`src/core/xfer_pkg.sv`:
```
/*
  Package for the displacement move and linked store execution block:
  opcode patterns, sizes, constants and carrier structs.
  Assumes a core that supplies decoded register values and a data memory
  path (cache and MMU) that answers each access with done, carrying any fault.
*/
package xfer_pkg;

  // ****************************************************************
  // Opcode patterns
  // ****************************************************************
  localparam logic [7:0]  OP_STB_DISP  = 8'h80;
  localparam logic [7:0]  OP_STW_DISP  = 8'h81;
  localparam logic [3:0]  OP_STL_DISP  = 4'h1;
  localparam logic [3:0]  OP_LDL_DISP  = 4'h5;
  localparam logic [7:0]  OP_LDB_DISP  = 8'h84;
  localparam logic [7:0]  OP_LDW_DISP  = 8'h85;
  localparam logic [7:0]  OP_PC_EA     = 8'hC7;
  localparam logic [3:0]  OP_SYS_HI    = 4'h0;
  localparam logic [7:0]  OP_ALLOC_LO  = 8'hC3;
  localparam logic [7:0]  OP_COND_LO   = 8'h73;
  localparam logic [7:0]  OP_LINK_LO   = 8'h63;

  // ****************************************************************
  // Address, register index and link reset constants
  // ****************************************************************
  localparam logic [31:0] PC_ALIGN_MASK = 32'hFFFFFFFC;
  localparam logic [31:0] PC_AHEAD      = 32'h00000004;
  localparam logic [3:0]  REG_ZERO      = 4'h0;
  localparam logic        LINK_RESET    = 1'b0;

  // ****************************************************************
  // Types
  // ****************************************************************
  typedef enum logic [1:0] {
    SIZE_BYTE = 2'h0,
    SIZE_HALF = 2'h1,
    SIZE_WORD = 2'h2
  } size_e;

  typedef enum logic [2:0] {
    ST_IDLE = 3'b001,
    ST_MEM  = 3'b010,
    ST_WB   = 3'b100
  } state_e;

  typedef struct packed {
    logic        valid;
    logic [15:0] opcode;
    logic [31:0] pc;
    logic        in_delay_slot;
    logic [31:0] rn_value;
    logic [31:0] rm_value;
    logic [31:0] r0_value;
  } issue_s;

  typedef struct packed {
    logic        req;
    logic        write;
    logic        alloc;
    size_e       size;
    logic [31:0] addr;
    logic [31:0] wdata;
  } mem_req_s;

  typedef struct packed {
    logic        done;
    logic [31:0] rdata;
    logic        tlb_miss;
    logic        tlb_multi_hit;
    logic        tlb_protect;
    logic        addr_error;
    logic        initial_write;
  } mem_rsp_s;

  typedef struct packed {
    logic        tlb_miss;
    logic        tlb_multi_hit;
    logic        tlb_protect;
    logic        addr_error;
    logic        initial_write;
    logic        slot_illegal;
  } exc_s;

  typedef struct packed {
    logic        we;
    logic [3:0]  index;
    logic [31:0] data;
  } wb_s;

endpackage

```
`src/core/displacement_move_and_linked_store.sv`:
```
/*
  Execution unit for displacement loads and stores, the PC-relative
  effective-address op, the allocating store and the linked load /
  conditional store pair with its link reservation flag.
  Assumes the core stalls issue while busy is high, supplies register
  values at issue, and that the memory path answers each request with a
  one-cycle done pulse, carrying any fault flags in that cycle.
*/
`timescale 1ns/1ps

// Notes on behaviour
// - Byte store of register zero at Rn plus displacement.
// - Halfword store of register zero at Rn plus twice displacement.
// - Word store of Rm at Rn plus four times displacement.
// - Word load from Rm plus four times displacement into Rn.
// - Byte and halfword loads target register zero, sign-extended.
// - Four-bit displacement zero-extended, scaled by one, two or four.
// - Readers of register zero stall while narrow load is pending.
// - Effective-address op writes register zero, 8-bit disp times four.
// - Result is aligned PC plus four plus scaled displacement.
// - Effective-address op in delay slot raises slot illegal.
// - Allocating store writes register zero at address in Rn.
// - Allocating store miss allocates the line without a fill.
// - Conditional store copies link flag into condition flag first.
// - Conditional store writes only when condition flag is one.
// - Conditional store clears link flag in its issue cycle.
// - Linked load sets link flag and loads word into register zero.
// - Any accepted interrupt or exception clears the link flag.
// - Displacement accesses report TLB and address faults; stores too.
module displacement_move_and_linked_store (
  // Clock and reset
  input  wire logic              clock,
  input  wire logic              rst,
  // Issue from decode
  input  wire xfer_pkg::issue_s  issue,
  input  wire logic              next_reads_r0,
  input  wire logic              event_accepted,
  output logic                   accepted,
  output logic                   busy,
  output logic                   r0_stall,
  // Data memory path
  output xfer_pkg::mem_req_s     mem_req,
  input  wire xfer_pkg::mem_rsp_s mem_rsp,
  // Results
  output xfer_pkg::wb_s          wb,
  output logic                   t_we,
  output logic                   t_value,
  output xfer_pkg::exc_s         exc,
  output logic                   exc_valid,
  output logic                   link_reservation_flag
);

  // ****************************************************************
  // State
  // ****************************************************************
  typedef struct packed {
    xfer_pkg::state_e   state;
    xfer_pkg::mem_req_s req;
    logic               is_load;
    logic               sign_ext;
    logic [3:0]         dest;
    logic               narrow_r0;
    logic               is_cond;
    logic               link;
    xfer_pkg::wb_s      wb;
    logic               t_we;
    logic               t_value;
    xfer_pkg::exc_s     exc;
    logic               exc_valid;
  } state_s;

  state_s st;
  state_s next_st;

  logic [15:0] op;
  logic [3:0]  disp4;
  logic [31:0] ld_data;
  logic        mem_fault;
  logic        can_issue;

  assign op        = issue.opcode;
  assign disp4     = op[3:0];
  assign can_issue = (st.state == xfer_pkg::ST_IDLE);
  assign mem_fault = mem_rsp.tlb_miss | mem_rsp.tlb_multi_hit |
                     mem_rsp.tlb_protect | mem_rsp.addr_error |
                     (st.req.write & mem_rsp.initial_write);

  // ****************************************************************
  // Next state
  // ****************************************************************
  always_comb begin
    next_st           = st;
    next_st.wb.we     = 1'b0;
    next_st.t_we      = 1'b0;
    next_st.exc_valid = 1'b0;
    next_st.exc       = '0;
    ld_data           = mem_rsp.rdata;
    if (st.sign_ext && st.req.size == xfer_pkg::SIZE_BYTE) begin
      ld_data = {{24{mem_rsp.rdata[7]}}, mem_rsp.rdata[7:0]};
    end else if (st.sign_ext) begin
      ld_data = {{16{mem_rsp.rdata[15]}}, mem_rsp.rdata[15:0]};
    end
    unique case (st.state)
      xfer_pkg::ST_IDLE: begin
        if (issue.valid) begin
          next_st.req.wdata = issue.r0_value;
          next_st.req.alloc = 1'b0;
          next_st.sign_ext  = 1'b0;
          next_st.is_cond   = 1'b0;
          next_st.narrow_r0 = 1'b0;
          next_st.dest      = xfer_pkg::REG_ZERO;
          if (op[15:8] == xfer_pkg::OP_STB_DISP) begin
            next_st.state    = xfer_pkg::ST_MEM;
            next_st.is_load  = 1'b0;
            next_st.req.size = xfer_pkg::SIZE_BYTE;
            next_st.req.addr = issue.rn_value + {28'h0000000, disp4};
          end else if (op[15:8] == xfer_pkg::OP_STW_DISP) begin
            next_st.state    = xfer_pkg::ST_MEM;
            next_st.is_load  = 1'b0;
            next_st.req.size = xfer_pkg::SIZE_HALF;
            next_st.req.addr = issue.rn_value +
                               {27'h0000000, disp4, 1'b0};
          end else if (op[15:12] == xfer_pkg::OP_STL_DISP) begin
            next_st.state     = xfer_pkg::ST_MEM;
            next_st.is_load   = 1'b0;
            next_st.req.size  = xfer_pkg::SIZE_WORD;
            next_st.req.wdata = issue.rm_value;
            next_st.req.addr  = issue.rn_value +
                                {26'h0000000, disp4, 2'b00};
          end else if (op[15:12] == xfer_pkg::OP_LDL_DISP) begin
            next_st.state    = xfer_pkg::ST_MEM;
            next_st.is_load  = 1'b1;
            next_st.dest     = op[11:8];
            next_st.req.size = xfer_pkg::SIZE_WORD;
            next_st.req.addr = issue.rm_value +
                               {26'h0000000, disp4, 2'b00};
          end else if (op[15:8] == xfer_pkg::OP_LDB_DISP) begin
            next_st.state     = xfer_pkg::ST_MEM;
            next_st.is_load   = 1'b1;
            next_st.sign_ext  = 1'b1;
            next_st.narrow_r0 = 1'b1;
            next_st.req.size  = xfer_pkg::SIZE_BYTE;
            next_st.req.addr  = issue.rm_value + {28'h0000000, disp4};
          end else if (op[15:8] == xfer_pkg::OP_LDW_DISP) begin
            next_st.state     = xfer_pkg::ST_MEM;
            next_st.is_load   = 1'b1;
            next_st.sign_ext  = 1'b1;
            next_st.narrow_r0 = 1'b1;
            next_st.req.size  = xfer_pkg::SIZE_HALF;
            next_st.req.addr  = issue.rm_value +
                                {27'h0000000, disp4, 1'b0};
          end else if (op[15:8] == xfer_pkg::OP_PC_EA) begin
            if (issue.in_delay_slot) begin
              next_st.exc.slot_illegal = 1'b1;
              next_st.exc_valid        = 1'b1;
            end else begin
              next_st.wb.we    = 1'b1;
              next_st.wb.index = xfer_pkg::REG_ZERO;
              next_st.wb.data  = (issue.pc & xfer_pkg::PC_ALIGN_MASK) +
                                 xfer_pkg::PC_AHEAD +
                                 {22'h000000, op[7:0], 2'b00};
            end
          end else if (op[15:12] == xfer_pkg::OP_SYS_HI &&
                       op[7:0] == xfer_pkg::OP_ALLOC_LO) begin
            next_st.state     = xfer_pkg::ST_MEM;
            next_st.is_load   = 1'b0;
            next_st.req.alloc = 1'b1;
            next_st.req.size  = xfer_pkg::SIZE_WORD;
            next_st.req.addr  = issue.rn_value;
          end else if (op[15:12] == xfer_pkg::OP_SYS_HI &&
                       op[7:0] == xfer_pkg::OP_COND_LO) begin
            next_st.t_we    = 1'b1;
            next_st.t_value = st.link;
            next_st.link    = 1'b0;
            if (st.link) begin
              next_st.state    = xfer_pkg::ST_MEM;
              next_st.is_load  = 1'b0;
              next_st.is_cond  = 1'b1;
              next_st.req.size = xfer_pkg::SIZE_WORD;
              next_st.req.addr = issue.rn_value;
            end
          end else if (op[15:12] == xfer_pkg::OP_SYS_HI &&
                       op[7:0] == xfer_pkg::OP_LINK_LO) begin
            next_st.state    = xfer_pkg::ST_MEM;
            next_st.is_load  = 1'b1;
            next_st.link     = 1'b1;
            next_st.req.size = xfer_pkg::SIZE_WORD;
            next_st.req.addr = issue.rm_value;
          end
          next_st.req.write = ~next_st.is_load;
          next_st.req.req   = (next_st.state == xfer_pkg::ST_MEM);
        end
      end
      xfer_pkg::ST_MEM: begin
        if (mem_rsp.done) begin
          next_st.req.req = 1'b0;
          next_st.state   = xfer_pkg::ST_IDLE;
          if (mem_fault) begin
            next_st.exc.tlb_miss      = mem_rsp.tlb_miss;
            next_st.exc.tlb_multi_hit = mem_rsp.tlb_multi_hit;
            next_st.exc.tlb_protect   = mem_rsp.tlb_protect;
            next_st.exc.addr_error    = mem_rsp.addr_error;
            next_st.exc.initial_write = st.req.write &
                                        mem_rsp.initial_write;
            next_st.exc_valid         = 1'b1;
          end else if (st.is_load) begin
            next_st.wb.we    = 1'b1;
            next_st.wb.index = st.dest;
            next_st.wb.data  = ld_data;
          end
          next_st.narrow_r0 = 1'b0;
        end
      end
      xfer_pkg::ST_WB: begin
        next_st.state = xfer_pkg::ST_IDLE;
      end
    endcase
    if (event_accepted || next_st.exc_valid) begin
      next_st.link = 1'b0;
    end
  end

  // ****************************************************************
  // Registers
  // ****************************************************************
  always_ff @(posedge clock) begin
    if (rst) begin
      st       <= '0;
      st.state <= xfer_pkg::ST_IDLE;
      st.link  <= xfer_pkg::LINK_RESET;
    end else begin
      st <= next_st;
    end
  end

  // ****************************************************************
  // Outputs
  // ****************************************************************
  assign accepted              = issue.valid & can_issue;
  assign busy                  = ~can_issue;
  assign r0_stall              = st.narrow_r0 & next_reads_r0;
  assign mem_req               = st.req;
  assign wb                    = st.wb;
  assign t_we                  = st.t_we;
  assign t_value               = st.t_value;
  assign exc                   = st.exc;
  assign exc_valid             = st.exc_valid;
  assign link_reservation_flag = st.link;

endmodule

```
`config.mk`:
```
export PLATFORM = sky130hd
export DESIGN_NAME = displacement_move_and_linked_store
export DESIGN_NICKNAME = d
export VERILOG_FILES = /design/src/core/xfer_pkg.sv /design/src/core/displacement_move_and_linked_store.sv
export SDC_FILE = /design/constraint.sdc
export NUM_CORES = 1
export LEC_CHECK = 0
export ABC_AREA = 1
export BUFFER_PORTS_ARGS = -buffer_cell sky130_fd_sc_hd__buf_2
export CAP_MARGIN = 20
export CORE_MARGIN = 2
export CORE_UTILIZATION = 30
export CTS_CLUSTER_DIAMETER = 200
export DETAILED_ROUTE_END_ITERATION = 12
export HOLD_SLACK_MARGIN = 0.08
export PLACE_DENSITY = 0.53
export SYNTH_ARGS = -nofsm -noshare
export SYNTH_HDL_FRONTEND = slang
export SYNTH_SLANG_ARGS = --single-unit
```
`constraint.sdc`:
```
create_clock -name clock -period 3.1 [get_ports clock]
set_input_delay 0.155 -clock clock [delete_from_list [all_inputs] [get_ports clock]]
set_output_delay 0.155 -clock clock [all_outputs]
set_load 0.1 [all_outputs]
```
==> impl.org <==
** GRT
- Summed over all layers, the global routing overflow is 0.
- The number of global-route vias before repair came to approximately 17000.
- The initial antenna violation count was 1.
- First-pass GRT wire length :: a little under 100000 um
- For this run, the total global-route usage over all layers was measured as between 20% and 30%.
- Entering global routing, the biggest net connects just over 60 pins.

** Timing
- At the pin with the least slew margin, the transition time is roughly 880 ps.
- Number of slew-limit violations in the final report :: 0
- Setup violations remaining at the end of the flow were counted as 0.
- Max-slew headroom at the worst pin :: about two fifths
- The hold violation total from the final report was 0.
- Maximum clock frequency :: ~0.35 GHz
- Min Clock Period, post-route :: 2850 ps
- After layout, the worst path uses around 92% of the clock period.
- Unrepaired setup endpoints after global routing :: false
- Adding up every negative setup slack in the final design gives 0 ps.
- Clock Skews :: between 20 and 25 ps

** Clock network
- Buffers inserted during post-CTS setup optimization :: 0
- In this run the clock root is driven by a sky130_fd_sc_hd__clkbuf_16.
- Clock-pin slew was measured on the worst setup and hold paths at 70 ps.
- The clock reaches the later pin of the worst-skew pair after between 500 and 600 ps.
- Clock tree synthesis inserted a total of 17 buffers.
- TritonCTS Sinks :: 126
- The H-tree generated during clock tree synthesis spans 4 levels.
- TritonCTS built the clock tree.
- Number of buffers on the longest clock path :: 2

** Worst setup path
- The endpoint identified for the worst register-to-register timing path is link_reservation_flag.
- The largest single stage delay on the critical path is about 540 ps.
- Tracing the worst setup path back leads to its startpoint at issue[130].
- Worst path slowest cell :: sky130_fd_sc_hd__dlygate4sd3_1
- Cell breakdown of the critical path :: buf_2 > ha_1 > ha_1 > inv_1 > fa_1 > inv_1 > nand3_1 > nand2_1 > nand2_1 > nand3_1 > nand2_1 > nor2_2 > nand2_1 > nor2_1 > nand3_1 > nand2_1 > dlygate4sd3_1 > nand4_1 > a21oi_1
- By instance count, the cell type seen most on the critical path is sky130_fd_sc_hd__nand2_1.
- CP Data Arrival Time :: approximately 3300 ps
- Depth of the worst register-to-register path :: 12
- In this run the register-to-register setup slack is between 200 and 300 ps.
- In this run the worst path has a maximum fanout of 5.
- The worst setup path is captured at a flop.
- Worst setup path category :: in -> reg
- Worst setup SP type :: input port
- Worst reg2reg path startpoint :: st[124]
- STA puts the critical path data required time at between 3000 and 4000 ps.

** Drt
- Wire per inst :: approximately 19 um
- The first detailed-routing pass took 6 iterations.
- After detailed routing, the number of remaining DRC violations is 0.
- Once detail routing completed, the nets flagged for antenna violations numbered 0.
- WL final :: roughly 65000 um
- Total number of vias :: around 18000
- Iteration-0 DRC count of the detailed router :: between 1500 and 2000
- DR vias/cell :: about 5.2

** Job
- Max-cap violations in this run came to 0.

** Final layout
- Post-layout net count :: 3008
- Fraction of layout instances using a drive strength above 1 :: 16.6%
- Compared with the post-synthesis result, the final layout area differs by 20.8%.
- Most frequent cells in the layout :: sky130_fd_sc_hd__nand2_1 (743), sky130_fd_sc_hd__buf_2 (304), sky130_fd_sc_hd__inv_1 (298)
- Filler cell count in the final layout :: about 5300
- After routing the design area is 0.0173 mm^2.
- Leading cell type in the layout, fill and taps excluded :: sky130_fd_sc_hd__nand2_1
- Post-route non-filler standard cell count :: roughly 3400
- The multi-input combinational cells in the finished layout cover a total of a little over 0.009 mm^2.
- Sequential cell area :: between 0.002 and 0.003 mm^2

** Logic synthesis
- Syn_nets :: 2754
- Total standard cell area after synthesis :: around 0.014 mm^2
- Post-synth top flop :: sky130_fd_sc_hd__dfxtp_1
- For this run, the register share of the synthesized area comes to between 10% and 20%.
- Warning count from the yosys run :: 0
- Dividing the synthesized area by the synthesized cell count gives between 5 and 6 um^2.
- The synthesized design contains ~130 register bits.
- Synthesis produced 2519 cells.
- In this run, synthesis inferred 0 flip-flops with an integrated enable.
- Yosys mapped the design onto 57 distinct sky130hd cell types.
- Asr flop ratio synth :: 0%

** Floorplan
- The region available for standard cell placement spans 0.0474 mm^2.
- From bottom edge to top edge, the die measures approximately 220 um.
- slightly above 300 I/O pins were placed.
- The initial utilization of the core area, before any placement, comes to 30.2%.
- In this run the horizontal extent of the chip is approximately 220 um.
- The die covers between 0.04 and 0.05 mm^2.
- The floorplan has 80 rows.

** Place
- Input and output buffers added on the ports amount to about 300.
- Placed cells :: 3262
- Routability cong. :: 0.960
- Placement Cell Area :: 0.0156 mm^2
- Once detailed placement completed, the half-perimeter wirelength came to between 40000 and 50000 um.

** Pwr
- Power per unit of standard cell area :: between 300 and 400 mW/mm^2
- IR analysis of the VDD net gives a maximum drop of 0.324 mV.
- Leakage power :: ~8.5 nW
- Overall Power :: 5.77 mW

** Worst hold path
- Hold/Removal Path Class :: in -> reg
- Min-delay src :: issue[64]
- Hold Path Depth :: 5
- Endpoint with the worst hold slack :: mem_req[32]

** Status
- Outcome :: finished, final reports clean
-- how the worst max path moves through the flow --
stage	slack (ps)	depth (start not counted)	end
final	250	19	wb[31]
after global placement	190	19	wb[25]
after global routing	20	12	link_reservation_flag
after CTS	230	12	link_reservation_flag
after floorplan	210	7	mem_req[17]
after detailed placement	160	19	wb[25]
-- metal layers --
metal | vias up | track usage, % | share of wire (%)
met5 | - | 0 | 0.022
met4 | 2 | 9.33 | 2.9
met3 | 99 | 4.31 | 6.5
met2 | 671 | 43.7 | 47
met1 | 8305 | 33.2 | 43
li1 | 8588 | - | -
-- what timing repair did --
action,CTS,global route
endpoints found under the hold margin,73,0
resized for setup,0,0
endpoints found under the setup margin,0,0
hold buffers,106,0
-- per-stage QoR --
step	setup slack (ps)	util, %	hold slack (ps)
2_1_floorplan	213	-	267
3_3_place_gp	191	32.9	398
3_5_place_dp	163	32.9	398
4_1_cts	231	36.5	80.7
5_1_grt	15.0	36.5	125
6_report	252	36.5	113
-- kinds of logic after synthesis --
group	synth area share (%)
simple gates	37.6
buf+inv	17.8
compound gates	19.4
flops	17.6
xor+xnor	3.05
fa+ha+maj	4.46
-- critical path, delay by kind of cell --
family          cells  cell delay, ps
compound gates      1             140
fa+ha+maj           3             880
buf+inv             4             890
simple gates       11            1190
-- state kept, by name, summed over array words and instances (netlist names) --
signal / count
t_we: 1
link_reservation_flag: 1
wb: 37
st: 10
exc_valid: 1
t_value: 1
exc: 6
mem_req: 69
-- layout make-up --
cell class                      count  share of cell area (%)
Inverter                          317                    6.89
Multi-Input combinational cell   1860                    53.6
Antenna cell                        1                  0.0144
Tap cell                          615                    4.44
Timing Repair Buffer              451                    17.0
Clock inverter                     15                    1.09
Sequential cell                   126                    14.6
Clock buffer                       17                    2.45
-- power by group --
part | switching (mW) | leakage (nW) | internal (mW)
logic | 1.31 | 7.15 | 0.530
registers | 0.0303 | 1.02 | 1.68
clock network | 0.992 | 0.304 | 1.23
total | 2.34 | 8.48 | 3.43
-- cells in the mapped netlist, types with 2 or more instances --
library cell               count  share of area [%]
sky130_fd_sc_hd__clkbuf_1     33               0.86
sky130_fd_sc_hd__o221ai_1      2               0.12
sky130_fd_sc_hd__o211ai_1     17               0.89
sky130_fd_sc_hd__nor2_1      187                4.9
sky130_fd_sc_hd__clkinv_1      2              0.052
sky130_fd_sc_hd__o21bai_1      8               0.42
sky130_fd_sc_hd__buf_2        42                1.5
sky130_fd_sc_hd__nand2_4       2               0.16
sky130_fd_sc_hd__a21oi_2       8               0.49
sky130_fd_sc_hd__inv_2        14               0.37
sky130_fd_sc_hd__nor2_4       11               0.86
sky130_fd_sc_hd__clkbuf_2      3               0.10
sky130_fd_sc_hd__o21ai_1      38                1.3
sky130_fd_sc_hd__inv_4         2              0.087
sky130_fd_sc_hd__nand4_1      32                1.4
sky130_fd_sc_hd__a31oi_1      54                2.4
sky130_fd_sc_hd__o21ai_0     168                5.9
sky130_fd_sc_hd__buf_1        11               0.29
sky130_fd_sc_hd__o22ai_1       2              0.087
sky130_fd_sc_hd__nand2_1     743                 19
sky130_fd_sc_hd__buf_6         6               0.47
sky130_fd_sc_hd__ha_1         40                3.5
sky130_fd_sc_hd__inv_1       299                7.8
sky130_fd_sc_hd__nor3_2        7               0.49
sky130_fd_sc_hd__buf_4       121                6.3
sky130_fd_sc_hd__a21oi_1     191                6.7
sky130_fd_sc_hd__o21ai_2       2               0.12
sky130_fd_sc_hd__xor2_1       42                2.6
sky130_fd_sc_hd__nand3b_1      3               0.16
sky130_fd_sc_hd__o31ai_1       2               0.10
sky130_fd_sc_hd__dfxtp_1     126                 18
sky130_fd_sc_hd__nor4_1        2              0.087
sky130_fd_sc_hd__a22o_1        7               0.43
sky130_fd_sc_hd__nor3_1       26               0.91
sky130_fd_sc_hd__fa_1          7               0.98
sky130_fd_sc_hd__nor2_2       17               0.74
sky130_fd_sc_hd__xnor2_1       8               0.49
sky130_fd_sc_hd__nand2_2       4               0.17
sky130_fd_sc_hd__or2_2         5               0.22
sky130_fd_sc_hd__nand3_4       2               0.24
sky130_fd_sc_hd__nand3_1     207                7.2
No activity file was read; power rests on OpenSTA's default activity.
